===== config.mk =====
export PLATFORM = sky130hd
export DESIGN_NAME = crt_video_extension_regs
export DESIGN_NICKNAME = d
export VERILOG_FILES = /design/src/hw/crt_video_extension_pkg.sv /design/src/hw/crt_video_extension_regs.sv
export SDC_FILE = /design/constraint.sdc
export NUM_CORES = 1
export LEC_CHECK = 0
export BUFFER_PORTS_ARGS = -buffer_cell sky130_fd_sc_hd__buf_4
export CAP_MARGIN = 15
export CELL_PAD_IN_SITES_DETAIL_PLACEMENT = 2
export CELL_PAD_IN_SITES_GLOBAL_PLACEMENT = 2
export CORE_ASPECT_RATIO = 1.75
export CORE_MARGIN = 2
export CORE_UTILIZATION = 28
export CTS_BUF_LIST = sky130_fd_sc_hd__clkbuf_8
export CTS_CLUSTER_SIZE = 40
export DETAILED_ROUTE_END_ITERATION = 7
export MAX_ROUTING_LAYER = met4
export PLACE_DENSITY = 0.85
export SLEW_MARGIN = 20
export SYNTH_ARGS = -nofsm -noshare
export SYNTH_HDL_FRONTEND = slang
export SYNTH_SLANG_ARGS = --single-unit

===== constraint.sdc =====
create_clock -name sys_clk -period 2.5 [get_ports sys_clk]
set_clock_uncertainty 0.1 [all_clocks]
set_input_delay 0.125 -clock sys_clk [delete_from_list [all_inputs] [get_ports sys_clk]]
set_output_delay 0.125 -clock sys_clk [all_outputs]
set_load 0.03 [all_outputs]

===== src/hw/crt_video_extension_pkg.sv =====
// Purpose: constants for the extended video control register bank
// Assumes: registers reached by index through the graphics index/data port
// Notes:   offsets are register indexes, not byte addresses
package crt_video_extension_pkg;
  localparam logic [7:0] VIDEO_SELECT_IDX         = 8'h0c;
  localparam logic [7:0] CRT_LOCK_CONTROL_IDX     = 8'h0d;
  localparam logic [7:0] VIDEO_OUTPUT_CONTROL_IDX = 8'h0e;
  localparam logic [7:0] UNLOCK_IDX               = 8'h0f;
  localparam logic [3:0] UNLOCK_NIBBLE            = 4'h5;
  localparam logic [7:0] REG_RESET                = 8'h00;
  // video_select fields
  localparam int VS_MAP_SELECT  = 5;
  localparam int VS_CLK_PERIOD  = 3;
  localparam int VS_UNDERLINE   = 2;
  localparam int VS_CLK_SELECT  = 1;
  localparam int VS_FORCE_CLOCK = 0;
  // crt_lock_control fields
  localparam int LK_VSYNC_POL   = 7;
  localparam int LK_HSYNC_POL   = 6;
  localparam int LK_HORIZ       = 5;
  localparam int LK_ADDR_BIT9   = 4;
  localparam int LK_ADDR_BIT8   = 3;
  localparam int LK_SCAN_DOUBLE = 2;
  localparam int LK_PREVENT     = 1;
  localparam int LK_VERT        = 0;
  // video_output_control fields
  localparam int VO_BLANK_FUNC  = 7;
  localparam int VO_PCLK_SELECT = 6;
  localparam int VO_VIDEO_TRI   = 5;
  localparam int VO_MEM_TRI     = 4;
  localparam int VO_CGA_FORCE   = 3;
  localparam int VO_EGA_COMPAT  = 1;
  // Character clock codes and widths
  localparam logic [1:0] CLK_STANDARD = 2'b00;
  localparam logic [1:0] CLK_SEVEN    = 2'b01;
  localparam logic [1:0] CLK_NINE     = 2'b10;
  localparam logic [1:0] CLK_TEN      = 2'b11;
  localparam logic [3:0] DOTS_SEVEN   = 4'h7;
  localparam logic [3:0] DOTS_EIGHT   = 4'h8;
  localparam logic [3:0] DOTS_NINE    = 4'h9;
  localparam logic [3:0] DOTS_TEN     = 4'ha;
  localparam logic [3:0] PAN_ZERO_CODE = 4'h9;
  localparam logic [3:0] PAN_ONE_CODE  = 4'h8;
  localparam logic [3:0] PAN_OFFSET    = 4'h2;
  // Character map planes
  localparam logic [1:0] PLANE_TWO   = 2'h2;
  localparam logic [1:0] PLANE_THREE = 2'h3;
  // CRT register indexes, lock masks and protect bit
  localparam logic [7:0] CRT_HTIMING_LAST = 8'h05;
  localparam logic [7:0] CRT_VTOTAL       = 8'h06;
  localparam logic [7:0] CRT_OVERFLOW     = 8'h07;
  localparam logic [7:0] CRT_MAX_SCAN     = 8'h09;
  localparam logic [7:0] CRT_VRET_START   = 8'h10;
  localparam logic [7:0] CRT_VRET_END     = 8'h11;
  localparam logic [7:0] CRT_VBLANK_START = 8'h15;
  localparam logic [7:0] CRT_VBLANK_END   = 8'h16;
  localparam logic [7:0] CRT_MODE_CTRL    = 8'h17;
  localparam logic [7:0] OVF_GROUP1_MASK  = 8'h42;
  localparam logic [7:0] OVF_GROUP2_MASK  = 8'had;
  localparam logic [7:0] MAXSCAN_G3_MASK  = 8'h20;
  localparam logic [7:0] VRET_G3_MASK     = 8'h0f;
  localparam logic [7:0] MODE_G4_MASK     = 8'h04;
  localparam int         VRET_PROTECT     = 7;
endpackage : crt_video_extension_pkg


===== src/hw/crt_video_extension_regs.sv =====
// Purpose: extended video select, CRT lock and output control registers
// Assumes: host port decode already picked the graphics index/data pair
// Notes:   strap input crosses from a pin; three-stage sampled
module crt_video_extension_regs
  import crt_video_extension_pkg::*;
(
  input  wire logic       sys_clk,
  input  wire logic       reset_n,
  input  wire logic       clk_en,
  // Indexed register port
  input  wire logic [7:0] reg_index,
  input  wire logic [7:0] reg_wdata,
  input  wire logic       reg_write,
  input  wire logic       reg_read,
  output logic      [7:0] reg_rdata,
  // Host CRT register write request, filtered here
  input  wire logic [7:0] crt_index,
  input  wire logic [7:0] crt_wdata,
  input  wire logic [7:0] crt_old_data,
  input  wire logic       crt_write,
  input  wire logic       crt_vret_protect,
  output logic            crt_write_strobe,
  output logic      [7:0] crt_write_data,
  // Sync polarity write
  input  wire logic       polarity_write,
  input  wire logic [1:0] polarity_wdata,
  output logic      [1:0] sync_polarity,
  // Read qualification
  input  wire logic       read_is_ega_writeonly,
  output logic            read_blocked,
  // Character and attribute path
  input  wire logic       page_mode_addressing,
  input  wire logic       attribute_bit_four,
  input  wire logic [7:0] attribute_code,
  input  wire logic       graphics_mode,
  input  wire logic       standard_nine_dots,
  input  wire logic [3:0] pel_panning,
  output logic      [1:0] map_plane,
  output logic            map_plane_valid,
  output logic      [3:0] char_width,
  output logic      [3:0] pan_shift,
  output logic            underline_en,
  output logic            background_bit_three,
  // Clocking
  input  wire logic       config_strap_three,
  input  wire logic       sequencer_half_clock,
  input  wire logic       dot_clock_derived,
  input  wire logic       video_clock_in,
  output logic            third_clock_select_line,
  output logic            clock_mux_freeze,
  output logic            horiz_half_clock,
  output logic            pixel_clock_out,
  // Address and scan
  input  wire logic [4:0] cursor_start,
  input  wire logic [4:0] cursor_stop,
  input  wire logic [4:0] preset_row_scan,
  input  wire logic [4:0] max_scan_line,
  output logic      [1:0] character_address_high,
  output logic      [5:0] eff_cursor_start,
  output logic      [5:0] eff_cursor_stop,
  output logic      [5:0] eff_preset_row_scan,
  output logic      [5:0] eff_max_scan_line,
  // Output control
  input  wire logic       blank_in,
  input  wire logic       display_enable_in,
  output logic            blanking_output,
  output logic            video_out_enable,
  output logic            memory_out_enable,
  input  wire logic       cga_alpha_80x25,
  input  wire logic       cga_enable_video,
  output logic            cga_enable_video_eff,
  output logic            shift_256_color
);

  logic [7:0] video_select_reg;
  logic [7:0] crt_lock_reg;
  logic [7:0] video_output_ctrl_reg;
  logic [2:0] unlock_reg;
  logic [2:0] strap_sync;
  logic       strap_stable;

  logic unlocked;
  logic wr_video_select;
  logic wr_crt_lock;
  logic wr_output_ctrl;
  logic protect;
  logic lock_horiz;
  logic lock_vert;

  assign protect  = crt_vret_protect;
  assign unlocked = (unlock_reg == UNLOCK_NIBBLE[2:0]);
  assign wr_video_select = clk_en && reg_write && unlocked
                           && reg_index == VIDEO_SELECT_IDX;
  assign wr_crt_lock     = clk_en && reg_write && unlocked
                           && reg_index == CRT_LOCK_CONTROL_IDX;
  assign wr_output_ctrl  = clk_en && reg_write && unlocked
                           && reg_index == VIDEO_OUTPUT_CONTROL_IDX;

  always_ff @(posedge sys_clk or negedge reset_n)
  begin
    if (!reset_n)
      unlock_reg <= 3'h0;
    else if (clk_en && reg_write && reg_index == UNLOCK_IDX)
      unlock_reg <= reg_wdata[2:0];
  end

  always_ff @(posedge sys_clk or negedge reset_n)
  begin
    if (!reset_n)
    begin
      video_select_reg      <= REG_RESET;
      crt_lock_reg          <= REG_RESET;
      video_output_ctrl_reg <= REG_RESET;
    end
    else
    begin
      if (wr_video_select)
        video_select_reg <= reg_wdata;
      if (wr_crt_lock)
        crt_lock_reg <= reg_wdata;
      if (wr_output_ctrl)
        video_output_ctrl_reg <= reg_wdata;
    end
  end

  // Strap comes from a pin; only agreeing later stages are used
  always_ff @(posedge sys_clk or negedge reset_n)
  begin
    if (!reset_n)
    begin
      strap_sync   <= 3'h0;
      strap_stable <= 1'b0;
    end
    else if (clk_en)
    begin
      strap_sync <= {strap_sync[1:0], config_strap_three};
      if (strap_sync[1] == strap_sync[2])
        strap_stable <= strap_sync[2];
    end
  end

  assign read_blocked = video_output_ctrl_reg[VO_EGA_COMPAT] && read_is_ega_writeonly;

  always_ff @(posedge sys_clk or negedge reset_n)
  begin
    if (!reset_n)
      reg_rdata <= 8'h00;
    else if (clk_en && reg_read)
    begin
      unique case (reg_index)
        VIDEO_SELECT_IDX:         reg_rdata <= video_select_reg;
        CRT_LOCK_CONTROL_IDX:     reg_rdata <= crt_lock_reg;
        VIDEO_OUTPUT_CONTROL_IDX: reg_rdata <= video_output_ctrl_reg;
        UNLOCK_IDX:               reg_rdata <= {5'h00, unlock_reg};
        default:                  reg_rdata <= 8'h00;
      endcase
      if (video_output_ctrl_reg[VO_EGA_COMPAT])
        reg_rdata <= 8'h00;
    end
  end

  // CRT write filter: per-bit mask of protected bits
  assign lock_horiz = crt_lock_reg[LK_HORIZ];
  assign lock_vert  = crt_lock_reg[LK_VERT];
  logic [7:0] locked_mask;
  always_comb
  begin
    locked_mask = 8'h00;
    if (crt_index <= CRT_HTIMING_LAST && (lock_horiz || protect))
      locked_mask = 8'hff;
    if (crt_index == CRT_VTOTAL && (lock_vert || protect))
      locked_mask = 8'hff;
    if (crt_index == CRT_OVERFLOW)
    begin
      if (!crt_lock_reg[LK_PREVENT] && protect)
        locked_mask = locked_mask | OVF_GROUP1_MASK;
      if (lock_vert || protect)
        locked_mask = locked_mask | OVF_GROUP2_MASK;
    end
    if (lock_vert)
    begin
      if (crt_index == CRT_MAX_SCAN)
        locked_mask = MAXSCAN_G3_MASK;
      if (crt_index == CRT_VRET_START || crt_index == CRT_VBLANK_START
          || crt_index == CRT_VBLANK_END)
        locked_mask = 8'hff;
      if (crt_index == CRT_VRET_END)
        locked_mask = VRET_G3_MASK;
    end
    if (crt_index == CRT_MODE_CTRL && lock_horiz)
      locked_mask = MODE_G4_MASK;
  end

  always_ff @(posedge sys_clk or negedge reset_n)
  begin
    if (!reset_n)
    begin
      crt_write_strobe <= 1'b0;
      crt_write_data   <= 8'h00;
    end
    else if (clk_en)
    begin
      crt_write_strobe <= crt_write;
      crt_write_data   <= (crt_wdata & ~locked_mask) | (crt_old_data & locked_mask);
    end
  end

  always_ff @(posedge sys_clk or negedge reset_n)
  begin
    if (!reset_n)
      sync_polarity <= 2'b00;
    else if (clk_en && polarity_write)
    begin
      if (!crt_lock_reg[LK_VSYNC_POL])
        sync_polarity[1] <= polarity_wdata[1];
      if (!crt_lock_reg[LK_HSYNC_POL])
        sync_polarity[0] <= polarity_wdata[0];
    end
  end

  // Character path
  logic [1:0] clk_code;
  assign clk_code = video_select_reg[VS_CLK_PERIOD +: 2];
  always_comb
  begin
    if (!video_select_reg[VS_MAP_SELECT])
      map_plane = PLANE_TWO;
    else if (!video_select_reg[VS_UNDERLINE])
      map_plane = PLANE_THREE;
    else
      map_plane = attribute_bit_four ? PLANE_THREE : PLANE_TWO;
    map_plane_valid = !page_mode_addressing;
    unique case (clk_code)
      CLK_STANDARD: char_width = standard_nine_dots ? DOTS_NINE : DOTS_EIGHT;
      CLK_SEVEN:    char_width = DOTS_SEVEN;
      CLK_NINE:     char_width = DOTS_NINE;
      CLK_TEN:      char_width = DOTS_TEN;
    endcase
    if (graphics_mode)
      char_width = DOTS_EIGHT;
    if (clk_code == CLK_TEN && !graphics_mode)
    begin
      if (pel_panning == PAN_ZERO_CODE)
        pan_shift = 4'h0;
      else if (pel_panning == PAN_ONE_CODE)
        pan_shift = 4'h1;
      else
        pan_shift = 4'(pel_panning + PAN_OFFSET);
    end
    else
      pan_shift = pel_panning;
  end

  assign underline_en = video_select_reg[VS_UNDERLINE] && attribute_code[0];
  assign background_bit_three = video_select_reg[VS_UNDERLINE] ? 1'b0 : attribute_code[7];

  assign third_clock_select_line = strap_stable && video_select_reg[VS_CLK_SELECT];
  assign clock_mux_freeze = !strap_stable && video_select_reg[VS_CLK_SELECT];
  assign horiz_half_clock = sequencer_half_clock && !video_select_reg[VS_FORCE_CLOCK];
  assign pixel_clock_out = video_output_ctrl_reg[VO_PCLK_SELECT] ? video_clock_in
                                                                 : dot_clock_derived;

  assign character_address_high = {crt_lock_reg[LK_ADDR_BIT9], crt_lock_reg[LK_ADDR_BIT8]};
  assign eff_cursor_start    = crt_lock_reg[LK_SCAN_DOUBLE] ? {cursor_start, 1'b0}
                                                            : {1'b0, cursor_start};
  assign eff_cursor_stop     = crt_lock_reg[LK_SCAN_DOUBLE] ? {cursor_stop, 1'b0}
                                                            : {1'b0, cursor_stop};
  assign eff_preset_row_scan = crt_lock_reg[LK_SCAN_DOUBLE] ? {preset_row_scan, 1'b0}
                                                            : {1'b0, preset_row_scan};
  assign eff_max_scan_line   = crt_lock_reg[LK_SCAN_DOUBLE] ? {max_scan_line, 1'b0}
                                                            : {1'b0, max_scan_line};

  assign blanking_output = video_output_ctrl_reg[VO_BLANK_FUNC] ? display_enable_in : blank_in;
  assign video_out_enable  = !video_output_ctrl_reg[VO_VIDEO_TRI];
  assign memory_out_enable = !video_output_ctrl_reg[VO_MEM_TRI];
  assign cga_enable_video_eff = cga_enable_video
                                || (video_output_ctrl_reg[VO_CGA_FORCE] && cga_alpha_80x25);
  assign shift_256_color = video_output_ctrl_reg[0];

endmodule : crt_video_extension_regs


Word-level counts from Yosys, hierarchy flattened
Cells that the tools add are included.
Storage, ports and cells
  input port bits: 95
  latch bits: 0
  memory bits (read-only): 0
  memories: 0
  bits in writable memories: 0
  logic and storage cells: 101
  output and inout port bits: 68
  bits in registers: 50
Operators by class
  shift operators: 0
  $add $sub $neg: 1
  reduce and logical (&&, ||, !) cells: 35
  equal/unequal tests: 19
  mux-type cells: 28
  $lt $le $gt $ge: 1
  div/mod/pow operators: 0
  multiply operators: 0
  bitwise gates (word level): 6
Operators with widths (count)
  8-bit two-way mux: 10
  8-bit by 4-bit equality test with 1-bit output, second input constant: 5
  8-bit by 5-bit equality test with 1-bit output, second input constant: 5
  8-bit case mux with 4 select lines: 1
  6-bit two-way mux: 4
  1-bit logical AND: 19
  8-bit bitwise AND: 2
  8-bit by 3-bit equality test with 1-bit output, second input constant: 2
  4-bit two-way mux: 4
  4-bit case mux with 4 select lines: 1
  4-bit equality test, second input constant: 2
  8-bit by 3-bit <= comparator with 1-bit output, second input constant: 1
  8-bit NOT: 1
  8-bit OR: 1
  1-bit logical NOT: 7
  1-bit two-way mux: 7
  7-bit two-way mux: 1
  2-bit AND reduction: 3
  1-bit logical OR: 5
  4-bit by 2-bit adder with 4-bit output, second input constant: 1
  2-bit equality test, second input constant: 2
  3-bit equality test, second input constant: 1
  2-bit by 1-bit equality test with 1-bit output, second input constant: 1
  2-bit logical NOT: 1
  other kinds (2): 3

Depth between registers and ports, before layout
  word-level depth: 15
  mapped depth: 6

Worst setup path after synthesis
Ideal clock, no wire load.
  kind: reg-to-output
  start: reg video_select_reg[3]
  end: out pan_shift[3]
  stages on the path, launching flop included: 5
  setup slack: 754 ps
  data arrival time: 1521 ps
  data required time: 2275 ps
  cells stage by stage: dfrtp_1 -> ha_1 -> nor2b_1 -> nand2_1 -> o21ai_0
Between the ends
  longest elaborated chain between the ends: 3
Ends and longest elaborated chain
  start, declared: RTL line crt_video_extension_regs.sv:75  | logic [7:0] video_select_reg;
  start signal, assigned: RTL line crt_video_extension_regs.sv:118  | video_select_reg <= reg_wdata;
  2-bit equality test: RTL line crt_video_extension_regs.sv:241  | if (clk_code == CLK_TEN && !graphics_mode)
  1-bit logical AND: RTL line crt_video_extension_regs.sv:241
  4-bit two-way mux: RTL line crt_video_extension_regs.sv:241
  end, declared: RTL line crt_video_extension_regs.sv:41  | output logic [3:0] pan_shift,
Every way passes these cells.

Worst setup path after layout
  start: reg crt_lock_reg[2]
  end: out eff_cursor_start[1]
Between the ends
  longest elaborated chain between the ends: 1
Ends and longest elaborated chain
  start, declared: RTL line crt_video_extension_regs.sv:76  | logic [7:0] crt_lock_reg;
  start signal, assigned: RTL line crt_video_extension_regs.sv:120  | crt_lock_reg <= reg_wdata;
  6-bit two-way mux: RTL line crt_video_extension_regs.sv:264  | assign eff_cursor_start = crt_lock_reg[LK_SCAN_DOUBLE] ? {cursor_start, 1'b0}
  end, declared: RTL line crt_video_extension_regs.sv:59  | output logic [5:0] eff_cursor_start,
Every way passes these cells.

==> flow_summary.rst <==
.. list-table::
   :header-rows: 1

   * - Metric
     - Value
   * - Post-route fraction of the period consumed by the critical path
     - 0.819
   * - Critical path startpoint category
     - flip-flop
   * - Row Count
     - 49
   * - TritonCTS sink count
     - 50
   * - Met1 Usage GRT
     - 0.188
   * - Horiz. Die Dim
     - 81.6 um
   * - Warnings, synthesis
     - 0
   * - Unique masters post-synth
     - 46
   * - RSZ-0062 raised after global routing
     - no
   * - Area taken by flip-flops and latches
     - 1250 um^2
   * - Post-Synthesis Cell Area
     - 2950 um^2
   * - Tightest Pin Transition
     - 873 ps
   * - Library cell occupying the most area in the post-synthesis netlist
     - sky130_fd_sc_hd__dfrtp_1
   * - Critical path start-end classification
     - reg -> out
   * - Starting density of the core
     - 0.286
   * - Number of resized instances in the post-cts repair step
     - 0
   * - Worst Hold Margin
     - 34.4 ps
   * - Slew Viols, Final
     - 0
   * - Share of Yosys cell area claimed by the top area cell type
     - 0.424
   * - Clock network latency to the later pin of the worst-skew pair
     - 320 ps
   * - Critical Path Fanout Max
     - 26
   * - Cell types with the largest area share after synthesis
     - sky130_fd_sc_hd__dfrtp_1, sky130_fd_sc_hd__mux2_2, sky130_fd_sc_hd__nand2_1, sky130_fd_sc_hd__mux2i_1, sky130_fd_sc_hd__nor2b_1
   * - Synthesized Nets
     - 378
   * - Hold/Removal Path Class
     - in -> reg
   * - Met3 GRT Util
     - 0.0259
   * - Leading cell type in the layout, fill and taps excluded
     - sky130_fd_sc_hd__buf_4
   * - Avg Cell Area, Syn
     - 10.6 um^2
   * - Count of buffers from port buffering
     - 155
   * - Clock tree from TritonCTS
     - yes
   * - Avg Vias per Cell
     - 4.95
   * - CTS root buffer
     - sky130_fd_sc_hd__clkbuf_8
   * - Tightest slew margin relative to the limit
     - 0.418
   * - Gate count after technology mapping
     - 279
   * - Buffers from clock root to sink, at most
     - 2
   * - Layer with the highest usage after global routing
     - met2
   * - Register-to-Register Setup Slack
     - 480 ps
   * - Count of antenna diodes in the layout
     - 0
   * - Layout cells sized above 1
     - 0.497
   * - Number of vias in the routed layout
     - 2863
   * - Total iterations of the first detailed-routing run
     - 4
   * - Reported max-cap violation count
     - 0
   * - Largest net degree at the start of global routing
     - 51
   * - CP Capture Type
     - output port
   * - GR Layer Usage met2
     - 0.384
   * - First-pass GRT wire length
     - 16700 um
   * - CTS Hold Bufs
     - 19
   * - Worst R2R Path Depth
     - 5
   * - Instance count along the most critical hold path
     - 3
   * - Highest-count cells in the layout ignoring fill and taps
     - sky130_fd_sc_hd__buf_4, sky130_fd_sc_hd__mux2_2, sky130_fd_sc_hd__dfrtp_1
   * - Final Worst Setup Slack
     - 453 ps
   * - Area of combinational cells with multiple inputs
     - 1600 um^2
   * - Setup total negative slack
     - 0 ps
   * - Net count reported at finish
     - 549
   * - Overall fraction of global-route tracks in use
     - 0.197
   * - Sequential element share of the synthesized area
     - 0.424
   * - Number of CTS-inserted buffers
     - 5
   * - Crit path time final
     - 2050 ps
   * - # IOs
     - 163
   * - DIE AREA
     - 11400 um^2
   * - Leakage power
     - 2.23 nW
   * - Reg-to-Reg End
     - crt_write_data[7]
   * - Number of enable-type register cells in the synthesized netlist
     - 0
   * - Number of global-route vias before repair
     - 3295
   * - Count of endpoints failing setup in the final report
     - 0
   * - Predominant post-synthesis flop cell
     - sky130_fd_sc_hd__dfrtp_1
   * - GR Overflow Total
     - 0
   * - Filler Cells Inserted
     - 1119
   * - Finished Core Util
     - 0.439
   * - Routed len/inst
     - 18.4 um
   * - Critical register-to-register path startpoint
     - crt_lock_reg[5]
   * - Layout Area Growth over Synthesis
     - 53.3%
   * - Half-perimeter wire length after placement
     - 8370 um
   * - Core outline area
     - 10300 um^2
   * - Initial antenna violation count
     - 0
   * - Proportion of register bits with asynchronous set or reset after synthesis
     - 1.00
   * - Critical path required time
     - 2280 ps
   * - Worst setup slack after placement
     - 206 ps
   * - Final hold violations
     - 0
   * - Clk pin slew, worst setup/hold paths
     - 100 ps
   * - Drt drc
     - 0
   * - Power Density
     - 407 nW/um^2
   * - Vertical die dimension
     - 140 um
   * - Arrival @ worst endpoint
     - 1820 ps
   * - Sink of the worst hold path
     - crt_write_data[2]
   * - Routed wire length
     - 10600 um
   * - CTS H-Tree Depth
     - 2
   * - Worst VDD drop
     - 0.249 mV
   * - Pwr Total
     - 0.00184 W
   * - Global placer's final weighted congestion
     - 0.813
   * - Register bit total from synthesis
     - 50
   * - Maximum clock rate
     - 488 MHz
   * - Result of the run
     - finished clean
   * - Final ANT Viol Nets
     - 0
   * - Min-delay src
     - crt_old_data[2]
   * - Postcts setup bufs
     - 0
   * - Initial detailed-routing violation count
     - 87
==> kinds of logic (layout without fill, tap and decap cells) <==
logic type      count (synthesis)  count (layout)  share of synthesized area
fa+ha+maj                       4               4                     0.0170
other cells                     1               1                    0.00127
compound gates                 42              42                     0.0984
xor+xnor                        3               3                    0.00891
simple gates                   95              95                      0.179
mux                            61              61                      0.237
flops                          50              50                      0.424
buf+inv                        23             195                     0.0339
==> cell type report <==
type                    instances  area share
multi-input cells             206       0.354
clock inverters                 2     0.00360
well taps                     127      0.0351
repair buffers                177       0.304
inverters                      10     0.00830
clock buffers                   6      0.0183
flip-flops and latches         50       0.277
==> worst max-delay path, stage by stage (launching register included) <==
cell and delay [ps]:
sky130_fd_sc_hd__dfrtp_1 920, sky130_fd_sc_hd__mux2_2 420, sky130_fd_sc_hd__buf_4 170
==> cell usage after synthesis, types with 2 or more instances <==
cell and count:
sky130_fd_sc_hd__dfrtp_1 50, sky130_fd_sc_hd__buf_4 3, sky130_fd_sc_hd__nor2_1 14, sky130_fd_sc_hd__buf_1 3, sky130_fd_sc_hd__nor3_1 5, sky130_fd_sc_hd__a31oi_1 3, sky130_fd_sc_hd__clkbuf_1 5, sky130_fd_sc_hd__nor3b_1 2
sky130_fd_sc_hd__xor2_1 2, sky130_fd_sc_hd__ha_1 4, sky130_fd_sc_hd__nand2_1 24, sky130_fd_sc_hd__nand4b_1 2, sky130_fd_sc_hd__a21o_1 3, sky130_fd_sc_hd__nand4_1 2, sky130_fd_sc_hd__a21oi_1 4, sky130_fd_sc_hd__and2_1 7
sky130_fd_sc_hd__or3b_2 2, sky130_fd_sc_hd__inv_1 10, sky130_fd_sc_hd__o21ai_0 12, sky130_fd_sc_hd__a32oi_1 2, sky130_fd_sc_hd__nand3_1 7, sky130_fd_sc_hd__buf_2 2, sky130_fd_sc_hd__nand2b_1 7, sky130_fd_sc_hd__mux4_2 2
sky130_fd_sc_hd__mux2_2 51, sky130_fd_sc_hd__nand3b_1 5, sky130_fd_sc_hd__nor2b_1 12, sky130_fd_sc_hd__a311oi_1 2, sky130_fd_sc_hd__a22o_1 8, sky130_fd_sc_hd__mux2i_1 8
==> where the power goes <==
| group | leakage, nW | internal (W) | switching, W |
|---|---|---|---|
| clock | 0.0478 | 0.000228 | 0.000285 |
| sequential | 0.665 | 0.000840 | 0.0000253 |
| combinational | 1.51 | 0.000223 | 0.000238 |
==> routing by layer <==
metal,wire (um),vias up
met4,223,0
met2,6360,102
met5,0,-
met3,498,18
li1,-,1333
met1,3530,1410
==> how the worst max path moves through the flow <==
stage,slack (ps),to,from,cells past startpoint
2_1_floorplan,750,pan_shift[3],video_select_reg[3],4
3_3_place_gp,400,video_select_reg[5],reg_index[5],6
5_1_grt,320,eff_cursor_start[1],crt_lock_reg[2],2
3_5_place_dp,210,video_select_reg[3],reg_index[5],6
4_1_cts,390,eff_cursor_start[1],crt_lock_reg[2],2
6_report,450,eff_cursor_start[1],crt_lock_reg[2],2
==> per-stage QoR <==
stage               instances  cell area (um^2)
finish                    578              4520
global route              578              4520
CTS                       578              4520
detailed placement        551              4230
global placement          551              4230
floorplan                 279              2950
Note: power is estimated with default switching activity, not from simulation.
